$ cat src/inc/abs_pkg.sv
// constants of the amplifier switch and comparator control block
package abs_pkg;
	localparam int ADDR_W = 8;
	localparam int DATA_W = 32;
	// register byte addresses
	localparam logic [ADDR_W-1:0] OFF_BLOCK_ENABLE = 8'h00;
	localparam logic [ADDR_W-1:0] OFF_AMP0_CONTROL = 8'h04;
	localparam logic [ADDR_W-1:0] OFF_AMP1_CONTROL = 8'h08;
	localparam logic [ADDR_W-1:0] OFF_COMP_STATE = 8'h0c;
	localparam logic [ADDR_W-1:0] OFF_IRQ_FLAGS = 8'h10;
	localparam logic [ADDR_W-1:0] OFF_IRQ_FORCE = 8'h14;
	localparam logic [ADDR_W-1:0] OFF_IRQ_ENABLE = 8'h18;
	localparam logic [ADDR_W-1:0] OFF_IRQ_GATED = 8'h1c;
	localparam logic [ADDR_W-1:0] OFF_AMP0_SWITCH = 8'h20;
	localparam logic [ADDR_W-1:0] OFF_AMP0_SW_CLR = 8'h24;
	localparam logic [ADDR_W-1:0] OFF_AMP1_SWITCH = 8'h28;
	localparam logic [ADDR_W-1:0] OFF_AMP1_SW_CLR = 8'h2c;
	localparam logic [ADDR_W-1:0] OFF_HW_ROUTE = 8'h30;
	localparam logic [ADDR_W-1:0] OFF_ROUTE_STATE = 8'h34;
	// amplifier control fields
	localparam int CTL_PWR_LO = 0;
	localparam int CTL_CMP = 4;
	localparam int CTL_HYS = 5;
	localparam int CTL_BYP = 6;
	localparam int CTL_LVL = 7;
	localparam int CTL_EDGE_LO = 8;
	localparam int EN_BIT = 31;
	// switch register mask bits
	localparam int SW_MASK_A = 18;
	localparam int SW_MASK_B = 19;
	// hardware route enable bits
	localparam int HW_ONE = 2;
	localparam int HW_TWO = 3;
	// status positions
	localparam int STAT_C1 = 16;
	localparam int ROUTE_LO = 28;
	// channel address matches
	localparam logic [2:0] PORT_ONE = 3'h1;
	localparam logic [2:0] PIN_TWO = 3'h2;
	localparam logic [2:0] PIN_THREE = 3'h3;
	// reset values
	localparam logic [DATA_W-1:0] RST_WORD = 32'h0000_0000;
	localparam logic [1:0] RST_FLAGS = 2'h0;
	// bus responses
	localparam logic [1:0] RESP_OKAY = 2'h0;
	localparam logic [1:0] RESP_SLVERR = 2'h2;
	// edge select encoding
	typedef enum logic [1:0] {
		EDGE_OFF = 2'b00,
		EDGE_RISE = 2'b01,
		EDGE_FALL = 2'b10,
		EDGE_BOTH = 2'b11
	} abs_edge_e;
endpackage : abs_pkg

$ cat src/core/abs_ctrl.sv
// register file, routing switch gating and comparator logic of the amplifier block
//
// Behaviour
// - three switches route amp outputs to buses
// - route switches use channel, enable, fabric
// - mask bit zero forces route switch open
// - zero port or pin address opens switch unless fabric input high or a clear hw route enable bit closes it
// - switch one close conditions
// - switch two open and close conditions
// - switch three open and close conditions
// - switch state readable at bits 30:28
// - control bit 4 selects comparator mode
// - control bit 5 enables hysteresis
// - control bits 1:0 select power mode
// - bit 6 bypasses fabric output sync
// - bit 7 selects pulse or level
// - comparator states at status bits 0,16
// - bits 9:8 select interrupt edge
// - one flag per comparator
// - irq when flag and enable both set
// - writing one clears a flag
// - gated view is flags and enables
// - force register raises flags
// - global block enable register
// - switch bit closes, clear register opens
`timescale 1ns/1ns
module abs_ctrl (
	// clock and reset
	input wire logic clk_sys,
	input wire logic rst,
	// axi4-lite write address
	input wire logic [abs_pkg::ADDR_W-1:0] s_axi_awaddr,
	input wire logic s_axi_awvalid,
	output logic s_axi_awready,
	// axi4-lite write data
	input wire logic [abs_pkg::DATA_W-1:0] s_axi_wdata,
	input wire logic [3:0] s_axi_wstrb,
	input wire logic s_axi_wvalid,
	output logic s_axi_wready,
	// axi4-lite write response
	output logic [1:0] s_axi_bresp,
	output logic s_axi_bvalid,
	input wire logic s_axi_bready,
	// axi4-lite read address
	input wire logic [abs_pkg::ADDR_W-1:0] s_axi_araddr,
	input wire logic s_axi_arvalid,
	output logic s_axi_arready,
	// axi4-lite read data
	output logic [abs_pkg::DATA_W-1:0] s_axi_rdata,
	output logic [1:0] s_axi_rresp,
	output logic s_axi_rvalid,
	input wire logic s_axi_rready,
	// adc channel configuration
	input wire logic [2:0] chanPortAddr,
	input wire logic [2:0] chanPinAddr,
	input wire logic chanDiffMode,
	// fabric route controls and raw comparator outputs
	input wire logic [3:2] fabricIn,
	input wire logic [1:0] compRaw,
	// analog controls
	output logic blockEnable,
	output logic [1:0] ampPwrMode0,
	output logic [1:0] ampPwrMode1,
	output logic [1:0] comparatorModeOn,
	output logic [1:0] hysteresisOn,
	output logic [abs_pkg::DATA_W-1:0] ampSwitch0,
	output logic [abs_pkg::DATA_W-1:0] ampSwitch1,
	// route switches
	output logic routeSwitchOne,
	output logic routeSwitchTwo,
	output logic routeSwitchThree,
	// fabric triggers and interrupt
	output logic [1:0] fabricTrig,
	output logic irq
);
	import abs_pkg::*;

	logic [DATA_W-1:0] blockEnableReg;
	logic [DATA_W-1:0] ampControl [2];
	logic [DATA_W-1:0] ampSwitchCtl [2];
	logic [DATA_W-1:0] hwRouteEnable;
	logic [1:0] irqFlags;
	logic [1:0] irqEnableBits;
	logic [1:0] next_irqFlags;
	logic [ADDR_W-1:0] awAddr;
	logic awHeld;
	logic [DATA_W-1:0] wData;
	logic [3:0] wStrb;
	logic wHeld;
	logic wrGo;
	logic [DATA_W-1:0] rdMux;
	logic rdHit;
	logic wrHit;
	logic [1:0] cmpMeta;
	logic [1:0] cmpSync;
	logic [1:0] cmpPrev;
	logic [3:2] fabMeta;
	logic [3:2] fabSync;
	logic [1:0] edgeEvt;
	logic [1:0] syncTrig;
	logic [2:0] routeState;

	function automatic logic [DATA_W-1:0] merge(
		input logic [DATA_W-1:0] old,
		input logic [DATA_W-1:0] nw,
		input logic [3:0] strb
	);
		logic [DATA_W-1:0] res;
		res = old;
		for (int i = 0; i < 4; i++) begin
			if (strb[i]) begin
				res[i*8 +: 8] = nw[i*8 +: 8];
			end
		end
		return res;
	endfunction : merge

	// write address and data are taken independently
	always_ff @(posedge clk_sys) begin
		if (rst) begin
			awHeld <= 1'b0;
			awAddr <= '0;
			s_axi_awready <= 1'b0;
		end else if (s_axi_awvalid && s_axi_awready) begin
			awHeld <= 1'b1;
			awAddr <= s_axi_awaddr;
			s_axi_awready <= 1'b0;
		end else if (wrGo) begin
			awHeld <= 1'b0;
			s_axi_awready <= 1'b1;
		end else if (!awHeld) begin
			s_axi_awready <= 1'b1;
		end
	end

	always_ff @(posedge clk_sys) begin
		if (rst) begin
			wHeld <= 1'b0;
			wData <= RST_WORD;
			wStrb <= 4'h0;
			s_axi_wready <= 1'b0;
		end else if (s_axi_wvalid && s_axi_wready) begin
			wHeld <= 1'b1;
			wData <= s_axi_wdata;
			wStrb <= s_axi_wstrb;
			s_axi_wready <= 1'b0;
		end else if (wrGo) begin
			wHeld <= 1'b0;
			s_axi_wready <= 1'b1;
		end else if (!wHeld) begin
			s_axi_wready <= 1'b1;
		end
	end

	assign wrGo = awHeld && wHeld && !s_axi_bvalid;

	always_comb begin
		case (awAddr)
			OFF_BLOCK_ENABLE, OFF_AMP0_CONTROL, OFF_AMP1_CONTROL, OFF_COMP_STATE,
			OFF_IRQ_FLAGS, OFF_IRQ_FORCE, OFF_IRQ_ENABLE, OFF_IRQ_GATED,
			OFF_AMP0_SWITCH, OFF_AMP0_SW_CLR, OFF_AMP1_SWITCH, OFF_AMP1_SW_CLR,
			OFF_HW_ROUTE, OFF_ROUTE_STATE: wrHit = 1'b1;
			default: wrHit = 1'b0;
		endcase
	end

	// write response, error for unmapped addresses
	always_ff @(posedge clk_sys) begin
		if (rst) begin
			s_axi_bvalid <= 1'b0;
			s_axi_bresp <= RESP_OKAY;
		end else if (wrGo) begin
			s_axi_bvalid <= 1'b1;
			s_axi_bresp <= wrHit ? RESP_OKAY : RESP_SLVERR;
		end else if (s_axi_bready) begin
			s_axi_bvalid <= 1'b0;
		end
	end

	// control registers
	always_ff @(posedge clk_sys) begin
		if (rst) begin
			blockEnableReg <= RST_WORD;
			hwRouteEnable <= RST_WORD;
		end else if (wrGo) begin
			if (awAddr == OFF_BLOCK_ENABLE) begin
				blockEnableReg <= merge(blockEnableReg, wData, wStrb);
			end
			if (awAddr == OFF_HW_ROUTE) begin
				hwRouteEnable <= merge(hwRouteEnable, wData, wStrb);
			end
		end
	end

	always_ff @(posedge clk_sys) begin
		if (rst) begin
			ampControl[0] <= RST_WORD;
			ampControl[1] <= RST_WORD;
		end else if (wrGo) begin
			if (awAddr == OFF_AMP0_CONTROL) begin
				ampControl[0] <= merge(ampControl[0], wData, wStrb);
			end
			if (awAddr == OFF_AMP1_CONTROL) begin
				ampControl[1] <= merge(ampControl[1], wData, wStrb);
			end
		end
	end

	// switch registers: a set bit closes, a one in the clear register opens
	always_ff @(posedge clk_sys) begin
		if (rst) begin
			ampSwitchCtl[0] <= RST_WORD;
			ampSwitchCtl[1] <= RST_WORD;
		end else if (wrGo) begin
			if (awAddr == OFF_AMP0_SWITCH) begin
				ampSwitchCtl[0] <= merge(ampSwitchCtl[0], wData, wStrb);
			end
			if (awAddr == OFF_AMP0_SW_CLR) begin
				ampSwitchCtl[0] <= ampSwitchCtl[0] & ~merge(RST_WORD, wData, wStrb);
			end
			if (awAddr == OFF_AMP1_SWITCH) begin
				ampSwitchCtl[1] <= merge(ampSwitchCtl[1], wData, wStrb);
			end
			if (awAddr == OFF_AMP1_SW_CLR) begin
				ampSwitchCtl[1] <= ampSwitchCtl[1] & ~merge(RST_WORD, wData, wStrb);
			end
		end
	end

	always_ff @(posedge clk_sys) begin
		if (rst) begin
			irqEnableBits <= RST_FLAGS;
		end else if (wrGo && awAddr == OFF_IRQ_ENABLE && wStrb[0]) begin
			irqEnableBits <= wData[1:0];
		end
	end

	// read channel, one cycle to data
	always_comb begin
		rdHit = 1'b1;
		rdMux = RST_WORD;
		case (s_axi_araddr)
			OFF_BLOCK_ENABLE: rdMux = blockEnableReg;
			OFF_AMP0_CONTROL: rdMux = ampControl[0];
			OFF_AMP1_CONTROL: rdMux = ampControl[1];
			OFF_COMP_STATE: begin
				rdMux[0] = cmpSync[0];
				rdMux[STAT_C1] = cmpSync[1];
			end
			OFF_IRQ_FLAGS, OFF_IRQ_FORCE: rdMux[1:0] = irqFlags;
			OFF_IRQ_ENABLE: rdMux[1:0] = irqEnableBits;
			OFF_IRQ_GATED: rdMux[1:0] = irqFlags & irqEnableBits;
			OFF_AMP0_SWITCH, OFF_AMP0_SW_CLR: rdMux = ampSwitchCtl[0];
			OFF_AMP1_SWITCH, OFF_AMP1_SW_CLR: rdMux = ampSwitchCtl[1];
			OFF_HW_ROUTE: rdMux = hwRouteEnable;
			OFF_ROUTE_STATE: rdMux[ROUTE_LO +: 3] = routeState;
			default: rdHit = 1'b0;
		endcase
	end

	always_ff @(posedge clk_sys) begin
		if (rst) begin
			s_axi_arready <= 1'b0;
			s_axi_rvalid <= 1'b0;
			s_axi_rdata <= RST_WORD;
			s_axi_rresp <= RESP_OKAY;
		end else if (s_axi_arvalid && s_axi_arready) begin
			s_axi_arready <= 1'b0;
			s_axi_rvalid <= 1'b1;
			s_axi_rdata <= rdMux;
			s_axi_rresp <= rdHit ? RESP_OKAY : RESP_SLVERR;
		end else if (s_axi_rvalid && s_axi_rready) begin
			s_axi_rvalid <= 1'b0;
			s_axi_arready <= 1'b1;
		end else if (!s_axi_rvalid) begin
			s_axi_arready <= 1'b1;
		end
	end

	// two-stage synchronisers for comparators and fabric
	always_ff @(posedge clk_sys) begin
		if (rst) begin
			cmpMeta <= 2'h0;
			cmpSync <= 2'h0;
			cmpPrev <= 2'h0;
			fabMeta <= 2'h0;
			fabSync <= 2'h0;
		end else begin
			cmpMeta <= compRaw;
			cmpSync <= cmpMeta;
			cmpPrev <= cmpSync;
			fabMeta <= fabricIn;
			fabSync <= fabMeta;
		end
	end

	// edge detection per comparator
	always_comb begin
		for (int i = 0; i < 2; i++) begin
			case (abs_edge_e'(ampControl[i][CTL_EDGE_LO +: 2]))
				EDGE_RISE: edgeEvt[i] = cmpSync[i] & ~cmpPrev[i];
				EDGE_FALL: edgeEvt[i] = ~cmpSync[i] & cmpPrev[i];
				EDGE_BOTH: edgeEvt[i] = cmpSync[i] ^ cmpPrev[i];
				default: edgeEvt[i] = 1'b0;
			endcase
			syncTrig[i] = ampControl[i][CTL_LVL] ? cmpSync[i]
				: (cmpSync[i] & ~cmpPrev[i]);
		end
	end

	// flags: set by edge or force, cleared by writing one; set wins
	always_comb begin
		next_irqFlags = irqFlags;
		if (wrGo && awAddr == OFF_IRQ_FLAGS && wStrb[0]) begin
			next_irqFlags = next_irqFlags & ~wData[1:0];
		end
		next_irqFlags = next_irqFlags | edgeEvt;
		if (wrGo && awAddr == OFF_IRQ_FORCE && wStrb[0]) begin
			next_irqFlags = next_irqFlags | wData[1:0];
		end
	end

	always_ff @(posedge clk_sys) begin
		if (rst) begin
			irqFlags <= RST_FLAGS;
			irq <= 1'b0;
		end else begin
			irqFlags <= next_irqFlags;
			irq <= |(next_irqFlags & irqEnableBits);
		end
	end

	// routing switch gating
	always_comb begin
		routeState[0] = ampSwitchCtl[0][SW_MASK_A] & (fabSync[2]
			| ~hwRouteEnable[HW_ONE]
			| (chanPortAddr == PORT_ONE && chanPinAddr == PIN_TWO));
		routeState[1] = ampSwitchCtl[1][SW_MASK_A] & (fabSync[3]
			| ~hwRouteEnable[HW_TWO]
			| (!chanDiffMode && chanPortAddr == PORT_ONE && chanPinAddr == PIN_THREE));
		routeState[2] = ampSwitchCtl[1][SW_MASK_B] & (fabSync[3]
			| ~hwRouteEnable[HW_TWO]
			| (chanDiffMode && chanPortAddr == PORT_ONE && chanPinAddr == PIN_TWO));
	end

	always_ff @(posedge clk_sys) begin
		if (rst) begin
			routeSwitchOne <= 1'b0;
			routeSwitchTwo <= 1'b0;
			routeSwitchThree <= 1'b0;
		end else begin
			routeSwitchOne <= routeState[0];
			routeSwitchTwo <= routeState[1];
			routeSwitchThree <= routeState[2];
		end
	end

	// analog control outputs
	always_ff @(posedge clk_sys) begin
		if (rst) begin
			blockEnable <= 1'b0;
			ampPwrMode0 <= 2'h0;
			ampPwrMode1 <= 2'h0;
			comparatorModeOn <= 2'h0;
			hysteresisOn <= 2'h0;
			ampSwitch0 <= RST_WORD;
			ampSwitch1 <= RST_WORD;
		end else begin
			blockEnable <= blockEnableReg[EN_BIT];
			ampPwrMode0 <= ampControl[0][CTL_PWR_LO +: 2];
			ampPwrMode1 <= ampControl[1][CTL_PWR_LO +: 2];
			comparatorModeOn <= {ampControl[1][CTL_CMP], ampControl[0][CTL_CMP]};
			hysteresisOn <= {ampControl[1][CTL_HYS], ampControl[0][CTL_HYS]};
			ampSwitch0 <= ampSwitchCtl[0];
			ampSwitch1 <= ampSwitchCtl[1];
		end
	end

	// fabric trigger: synchronised pulse or level, or raw when bypassed
	logic [1:0] trigReg;
	always_ff @(posedge clk_sys) begin
		if (rst) begin
			trigReg <= 2'h0;
		end else begin
			trigReg <= syncTrig;
		end
	end

	always_comb begin
		for (int i = 0; i < 2; i++) begin
			fabricTrig[i] = ampControl[i][CTL_BYP] ? compRaw[i] : trigReg[i];
		end
	end
endmodule : abs_ctrl

$ cat config.mk
export PLATFORM = sky130hd
export DESIGN_NAME = abs_ctrl
export DESIGN_NICKNAME = d
export VERILOG_FILES = /design/src/inc/abs_pkg.sv /design/src/core/abs_ctrl.sv
export SDC_FILE = /design/constraint.sdc
export NUM_CORES = 1
export LEC_CHECK = 0
export ABC_CLOCK_PERIOD_IN_PS = 2200
export BUFFER_PORTS_ARGS = -buffer_cell sky130_fd_sc_hd__buf_4
export CORE_UTILIZATION = 52
export CTS_CLUSTER_DIAMETER = 80
export DETAILED_ROUTE_END_ITERATION = 10
export PLACE_DENSITY = 0.76
export SYNTH_ARGS = -nofsm -noshare
export SYNTH_HDL_FRONTEND = slang
export SYNTH_SLANG_ARGS = --single-unit
$ cat constraint.sdc
create_clock -name clk_sys -period 2.2 [get_ports clk_sys]
set_input_delay 0.22 -clock clk_sys [delete_from_list [all_inputs] [get_ports clk_sys]]
set_output_delay 0.22 -clock clk_sys [all_outputs]
set_load 0.05 [all_outputs]
# Word-level counts from Yosys, hierarchy flattened
# Memory sizes are Yosys's and may differ from the RTL's. A register that Yosys moved wholly into a read port is not among the register bits.
# Cells that the tools add are included.
[word_totals] ff_bits=244 output_inout_bits=120 mem_count=3 ram_bits=128 rom_bits=64
[mem_list] name="(no name shown)" words=64 width=1 rd=1 rd_clocked_by_memory_dff=1 wr=0 line="abs_ctrl.sv:158" text="case (awAddr)"
[mem_list] name="ampControl" words=2 width=32 rd=2 rd_clocked_by_memory_dff=0 wr=2 line="abs_ctrl.sv:79" text="logic [DATA_W-1:0] ampControl [2];"
[mem_list] name="ampSwitchCtl" words=2 width=32 rd=2 rd_clocked_by_memory_dff=0 wr=2 line="abs_ctrl.sv:80" text="logic [DATA_W-1:0] ampSwitchCtl [2];"
[op_classes] eq_ne=35 n_bitwise=36 mux=158 n_reduce_logical=42
[ops] operator="8-bit two-way mux" n=92
[ops] operator="32-bit two-way mux" n=6
[ops] operator="8-bit by 6-bit equality test with 1-bit output (second input constant)" n=11
[ops] operator="14-bit case mux with 6 select lines" n=1
[ops] operator="11-bit case mux with 6 select lines" n=1
[ops] operator="32-bit bitwise AND" n=2
[ops] operator="32-bit inverter" n=2
[ops] operator="8-bit by 5-bit equality test with 1-bit output (second input constant)" n=7
[ops] operator="1-bit two-way mux" n=45
[ops] operator="8-bit by 4-bit equality test with 1-bit output (second input constant)" n=3
[ops] operator="3-bit AND reduction" n=8
[ops] operator="3-bit case mux with 7 select lines" n=1
[ops] operator="1-bit logical AND" n=17
[ops] operator="8-bit by 3-bit equality test with 1-bit output (second input constant)" n=2
[ops] operator="8-bit logical NOT" n=2
[ops] operator="14-bit OR reduction" n=1
[ops] operator="2-bit OR reduction" n=7
[ops] operator="6-bit two-way mux" n=2
[ops] operator="1-bit bitwise OR" n=11
[ops] operator="1-bit case mux with 10 select lines" n=1
[ops] operator="1-bit case mux with 9 select lines" n=1
[ops] operator="2-bit equality test (second input constant)" n=4
[ops] operator="2-bit two-way mux" n=4
[ops] operator="2-bit nonzero test" n=4
[ops] operator="15 further kinds" n=36

# Logic depth before layout (Yosys ltp)
[logic_depth] word_depth=10 ltp_mapped=8

# Worst setup path before layout
# OpenSTA, ideal clock, no wires.
[synth_path] path_type="flip-flop to flip-flop" startpoint="register s_axi_bvalid" endpoint="memory ampSwitchCtl[1][0] (enable)" t_arrival_ns=1.916 path_buffers=1 required_time_ns=1.825 path_slack_ns=-0.092 path_stages_with_launch=7 cell_sequence="dfxtp_1 -> and3b_1 -> buf_2 -> nand4_4 -> nor3_1 -> a21oi_1 -> a21oi_1"
[synth_rtl] element="start: declaration" line="abs_ctrl.sv:42" text="output logic s_axi_bvalid,"
[synth_rtl] element="start signal: assignment" line="abs_ctrl.sv:170" text="s_axi_bvalid <= 1'b0;"
[synth_rtl] element="start signal: assignment" line="abs_ctrl.sv:173" text="s_axi_bvalid <= 1'b1;"
[synth_rtl] element="start signal: assignment" line="abs_ctrl.sv:176" text="s_axi_bvalid <= 1'b0;"
[synth_rtl] element="end: declaration" line="abs_ctrl.sv:80"

# Worst setup path after layout
[layout_path] startpoint="register awAddr[0]" endpoint="register blockEnableReg[30]"
[layout_via] elab_chain_len=2
[layout_rtl] element="start: declaration" line="abs_ctrl.sv:85" text="logic [ADDR_W-1:0] awAddr;"
[layout_rtl] element="start signal: assignment" line="abs_ctrl.sv:126" text="awAddr <= s_axi_awaddr;"
[layout_rtl] element="8-bit logical NOT" line="abs_ctrl.sv:186" text="if (awAddr == OFF_BLOCK_ENABLE) begin"
[layout_rtl] element="3-bit AND reduction (no line)"
[layout_rtl] element="end signal: assignment" line="abs_ctrl.sv:187" text="blockEnableReg <= merge(blockEnableReg, wData, wStrb);"
[layout_rtl] element="end: declaration" line="abs_ctrl.sv:78" text="logic [DATA_W-1:0] blockEnableReg;"
# Every way passes these cells.
# A chain may end at the register's enable or synchronous reset.

==> flow_summary_export.csv <==
group,metric,value,unit
outcome,status,"completed",
critical_path,worst_ep_arrival_time,2.54,ns
layout,antenna_cells_inserted,0,
layout,cell_count_final_fillers_out,2097,
synthesis,post-synth-top-area-cell,"sky130_fd_sc_hd__dfxtp_1",
sta,rsz_0062_raised_after_global_routing,"true",
layout,design.final.nets,1765,
place,dp_hpwl,28800,um
global_route,grt_antenna_before_repair,0,
sta,final_min_period_over_clock_period,0.985,
sta,timing.max_slew.rel_slack,0.437,
synthesis,synth.avg_cell_area,10.2,um2
sta,layout_setup_ws,0.0330,ns
clock_tree,htreeDepth,2,
route,avgViaCountPerCell,6.01,
route,aggregate_routed_wire_length,43600,um
sta,finClkSkew,0.0224,ns
sta,fin_crit,2.17,ns
floorplanning,dieArea,29100,um2
critical_path,crit_required,2.58,ns
global_route,grt_max_degree,164,
synthesis,synthFlopType,"sky130_fd_sc_hd__dfxtp_1",
synthesis,synthTopCellsByArea,"sky130_fd_sc_hd__dfxtp_1 (33%), sky130_fd_sc_hd__edfxtp_1 (26%), sky130_fd_sc_hd__nand2_1 (7.2%)",
global_route,grt_first_pass_wirelength,66600,um
power_and_ir_drop,p_switching,3.71,mW
synthesis,synth-seq-cells,371,
critical_path,timing.critical_path.from_type,"flip-flop",
global_route,grt_pass1_vias,12000,
clock_tree,tritoncts,"yes",
floorplanning,fp.dieH,171,um
sta,final.hold.worst_slack,0.0138,ns
power_and_ir_drop,fin_total_pwr,15.2,mW
clock_tree,maximum_count_of_clock_buffers_along_a_single_path,3,
floorplanning,initial_utilization,0.531,
place,dpl_cell_area,16900,um2
route,drcViolationCount,0,
layout,finalCoreUtilization,0.668,
critical_path,timing.critical_path.to_type,"flip-flop",
synthesis,number_of_synthesized_flops_with_an_enable_pin,128,
layout,syn_to_final_growth,25.7,%
sta,setup_violations,0,
route,ant_nets,0,
power_and_ir_drop,irDropWorstVdd,0.485,mV
flow_run,drv.max_cap_violation_count,0,
floorplanning,core_region_area,27900,um2
critical_path,critical_path.max_stage_delay,0.41,ns
floorplanning,top_level_ports,190,
layout,final_cell_area,18600,um2
place,post-place-ws,-0.129,ns
floorplanning,die-width,171,um
synthesis,yosysSeqAreaShare,0.588,
synthesis,netlist_area,14800,um2
power_and_ir_drop,power.share.sequential,0.494,
critical_path,worst-path-max-fanout,15,
power_and_ir_drop,comb_power_share,0.087,
route,route.vias.total,12600,
global_route,globalRouteTotalUtil,0.299,
power_and_ir_drop,sw_frac_of_total,0.244,
worst_hold_path,holdCritPathClass,"in -> reg",
power_and_ir_drop,p_leak,6.86,nW
power_and_ir_drop,power_density,817,nW/um2
route,drt-wirelength-per-cell,20.8,um
route,detailedRoute.firstPassIterationCount,8,
power_and_ir_drop,power.clock.fraction,0.419,
sta,timing_max_transition_violations_final,0,
synthesis,post_synth_inst_count,1456,
critical_path,setup.worst_path.class,"reg -> reg",
clock_tree,cts_root_buffer,"sky130_fd_sc_hd__clkbuf_16",
critical_path,timing.critical_path.slowest_stage_cell,"sky130_fd_sc_hd__nor4_2",
sta,worst_pin_slew,0.843,ns
global_route,overflow_after_grt,0,
place,placed_cells_incl_taps,1985,
clock_tree,numCtsBuffers,38,
synthesis,synth.top_cell.area_share,0.329,
sta,max_freq,461,MHz
power_and_ir_drop,internal_power,11.5,mW
sta,timing.setup.tns,0,ns
clock_tree,clkLatencyLatePin,0.53,ns
clock_tree,tritoncts_num_sinks,371,
synthesis,synth_cell_type_count,66,
layout,final_layout_size_suffix_gt1_frac,0.208,
route,first_iter_violations,1438,
clock_tree,cts.reportedPaths.clkPinSlew,0.06,ns
critical_path,critical_path.cell_chain,"buf_4 > nor4_2 > and4_1 > buf_4 > nand2_1 > nand2_1 > a21oi_1",
place,place.port_buffers,187,
synthesis,async_flop_share,0,
floorplanning,placement_row_count,61,
place,gp_routability_congestion,0.896,
sta,finalHoldViolations,0,
synthesis,synthesis_warnings,0,
synthesized netlist by cell type (3+ instances only):
cell type	count
sky130_fd_sc_hd__a222oi_1	24
sky130_fd_sc_hd__buf_6	6
sky130_fd_sc_hd__a22oi_1	4
sky130_fd_sc_hd__ha_1	4
sky130_fd_sc_hd__nand2_1	285
sky130_fd_sc_hd__and2_1	46
sky130_fd_sc_hd__buf_4	4
sky130_fd_sc_hd__buf_1	7
sky130_fd_sc_hd__a32o_1	34
sky130_fd_sc_hd__buf_2	34
sky130_fd_sc_hd__a22o_1	24
sky130_fd_sc_hd__a21o_1	6
sky130_fd_sc_hd__o21a_1	5
sky130_fd_sc_hd__o21ai_0	11
sky130_fd_sc_hd__mux2_2	6
sky130_fd_sc_hd__nand2b_1	5
sky130_fd_sc_hd__nor4_2	3
sky130_fd_sc_hd__nor3_1	9
sky130_fd_sc_hd__a311oi_1	3
sky130_fd_sc_hd__dfxtp_1	243
sky130_fd_sc_hd__mux2i_1	10
sky130_fd_sc_hd__and4_1	3
sky130_fd_sc_hd__a211oi_1	28
sky130_fd_sc_hd__nand3_1	74
sky130_fd_sc_hd__nor2b_1	88
sky130_fd_sc_hd__a32oi_1	5
sky130_fd_sc_hd__a21oi_1	163
sky130_fd_sc_hd__clkbuf_1	59
sky130_fd_sc_hd__inv_1	13
sky130_fd_sc_hd__nor2_1	50
sky130_fd_sc_hd__and3_1	4
sky130_fd_sc_hd__edfxtp_1	128
sky130_fd_sc_hd__a221oi_1	25
worst paths after layout:
path	slack (ns)	cells past startpoint	end	from
setup / recovery	0.03	7	blockEnableReg[30]	awAddr[0]
hold / removal	0.01	3	s_axi_rvalid	s_axi_rready
setup reg to reg	0.03	7	blockEnableReg[30]	awAddr[0]
hold reg to reg	0.44	1	s_axi_bresp[1]	flip-flop
worst max-delay path, delay by kind of cell, from the launching register on:
family | cells | cell delay (ns)
simple gates | 4 | 1.17
compound gates | 1 | 0.08
flops | 1 | 0.35
buf+inv | 2 | 0.42
logic make-up (layout without fill, tap and decap cells):
family          after synthesis  in the layout  share of synthesized area
compound gates              349            349                      0.163
buf+inv                     124            386                     0.0385
mux                          17             17                     0.0128
fa+ha+maj                     4              4                    0.00338
simple gates                590            590                      0.193
other cells                   1              2                   0.000253
flops                       371            371                      0.588
final cells by class:
type	count	area, um2
clock buffer	56	1170
clock inverter	12	75.1
fill	2139	9250
inverter	13	48.8
multi-input combinational	962	5570
sequential	371	8710
tap	378	473
timing repair buffer	305	2560
layout by cell type (no fill, tap or decap), drive strengths merged, types with 5 or more instances in the layout:
| cell type | netlist | final |
|---|---|---|
| a32oi | 5 | 5 |
| inv | 13 | 15 |
| a211oi | 28 | 28 |
| a221oi | 26 | 26 |
| mux2i | 10 | 10 |
| o21a | 5 | 5 |
| mux2 | 6 | 6 |
| a32o | 34 | 34 |
| nand2b | 5 | 5 |
| nor4 | 5 | 5 |
| dfxtp | 243 | 243 |
| buf | 51 | 263 |
| o21ai | 12 | 12 |
| nor3 | 12 | 12 |
| a21o | 6 | 6 |
| clkbuf | 60 | 56 |
| a21oi | 163 | 163 |
| nor2 | 51 | 51 |
| a222oi | 24 | 24 |
| edfxtp | 128 | 128 |
| nand3 | 74 | 74 |
| and2 | 46 | 46 |
| nand2 | 287 | 287 |
| a22o | 24 | 24 |
| dlygate4sd3 | 0 | 42 |
| nor2b | 88 | 88 |
| clkinv | 0 | 6 |
power groups by stage:
stage | sequential, mW | combinational (mW) | clock [mW]
2_1_floorplan | 7.87 | 0.478 | 0
3_3_place_gp | 7.64 | 1.23 | 0
3_5_place_dp | 7.64 | 1.24 | 0
4_1_cts | 7.50 | 1.31 | 6.42
5_1_grt | 7.52 | 1.40 | 6.67
6_report | 7.50 | 1.32 | 6.37
registers in the layout, indices dropped and copies added (netlist names), 4 cells and up, named ones only:
register	cells
ampSwitch1	32
ampSwitch0	32
ampControl	64
wStrb	4
s_axi_rdata	32
blockEnableReg	32
ampSwitchCtl	64
hwRouteEnable	32
wData	32
awAddr	8
layer usage:
metal	vias to the layer above	part of all wire	global-route usage
met5	-	0	0
met3	115	0.11	0.0534
li1	5709	-	-
met2	790	0.47	0.485
met4	0	0.032	0.114
met1	5991	0.39	0.398
repair_timing:
action,in CTS,in global routing
pin swaps,0,1
endpoints found under the setup margin,91,144
gates resized for setup,3,3
endpoints found under the hold margin,42,0
gates cloned,0,0
buffers inserted,0,2
hold buffers,42,0
Note: power is estimated with default switching activity, not from simulation.
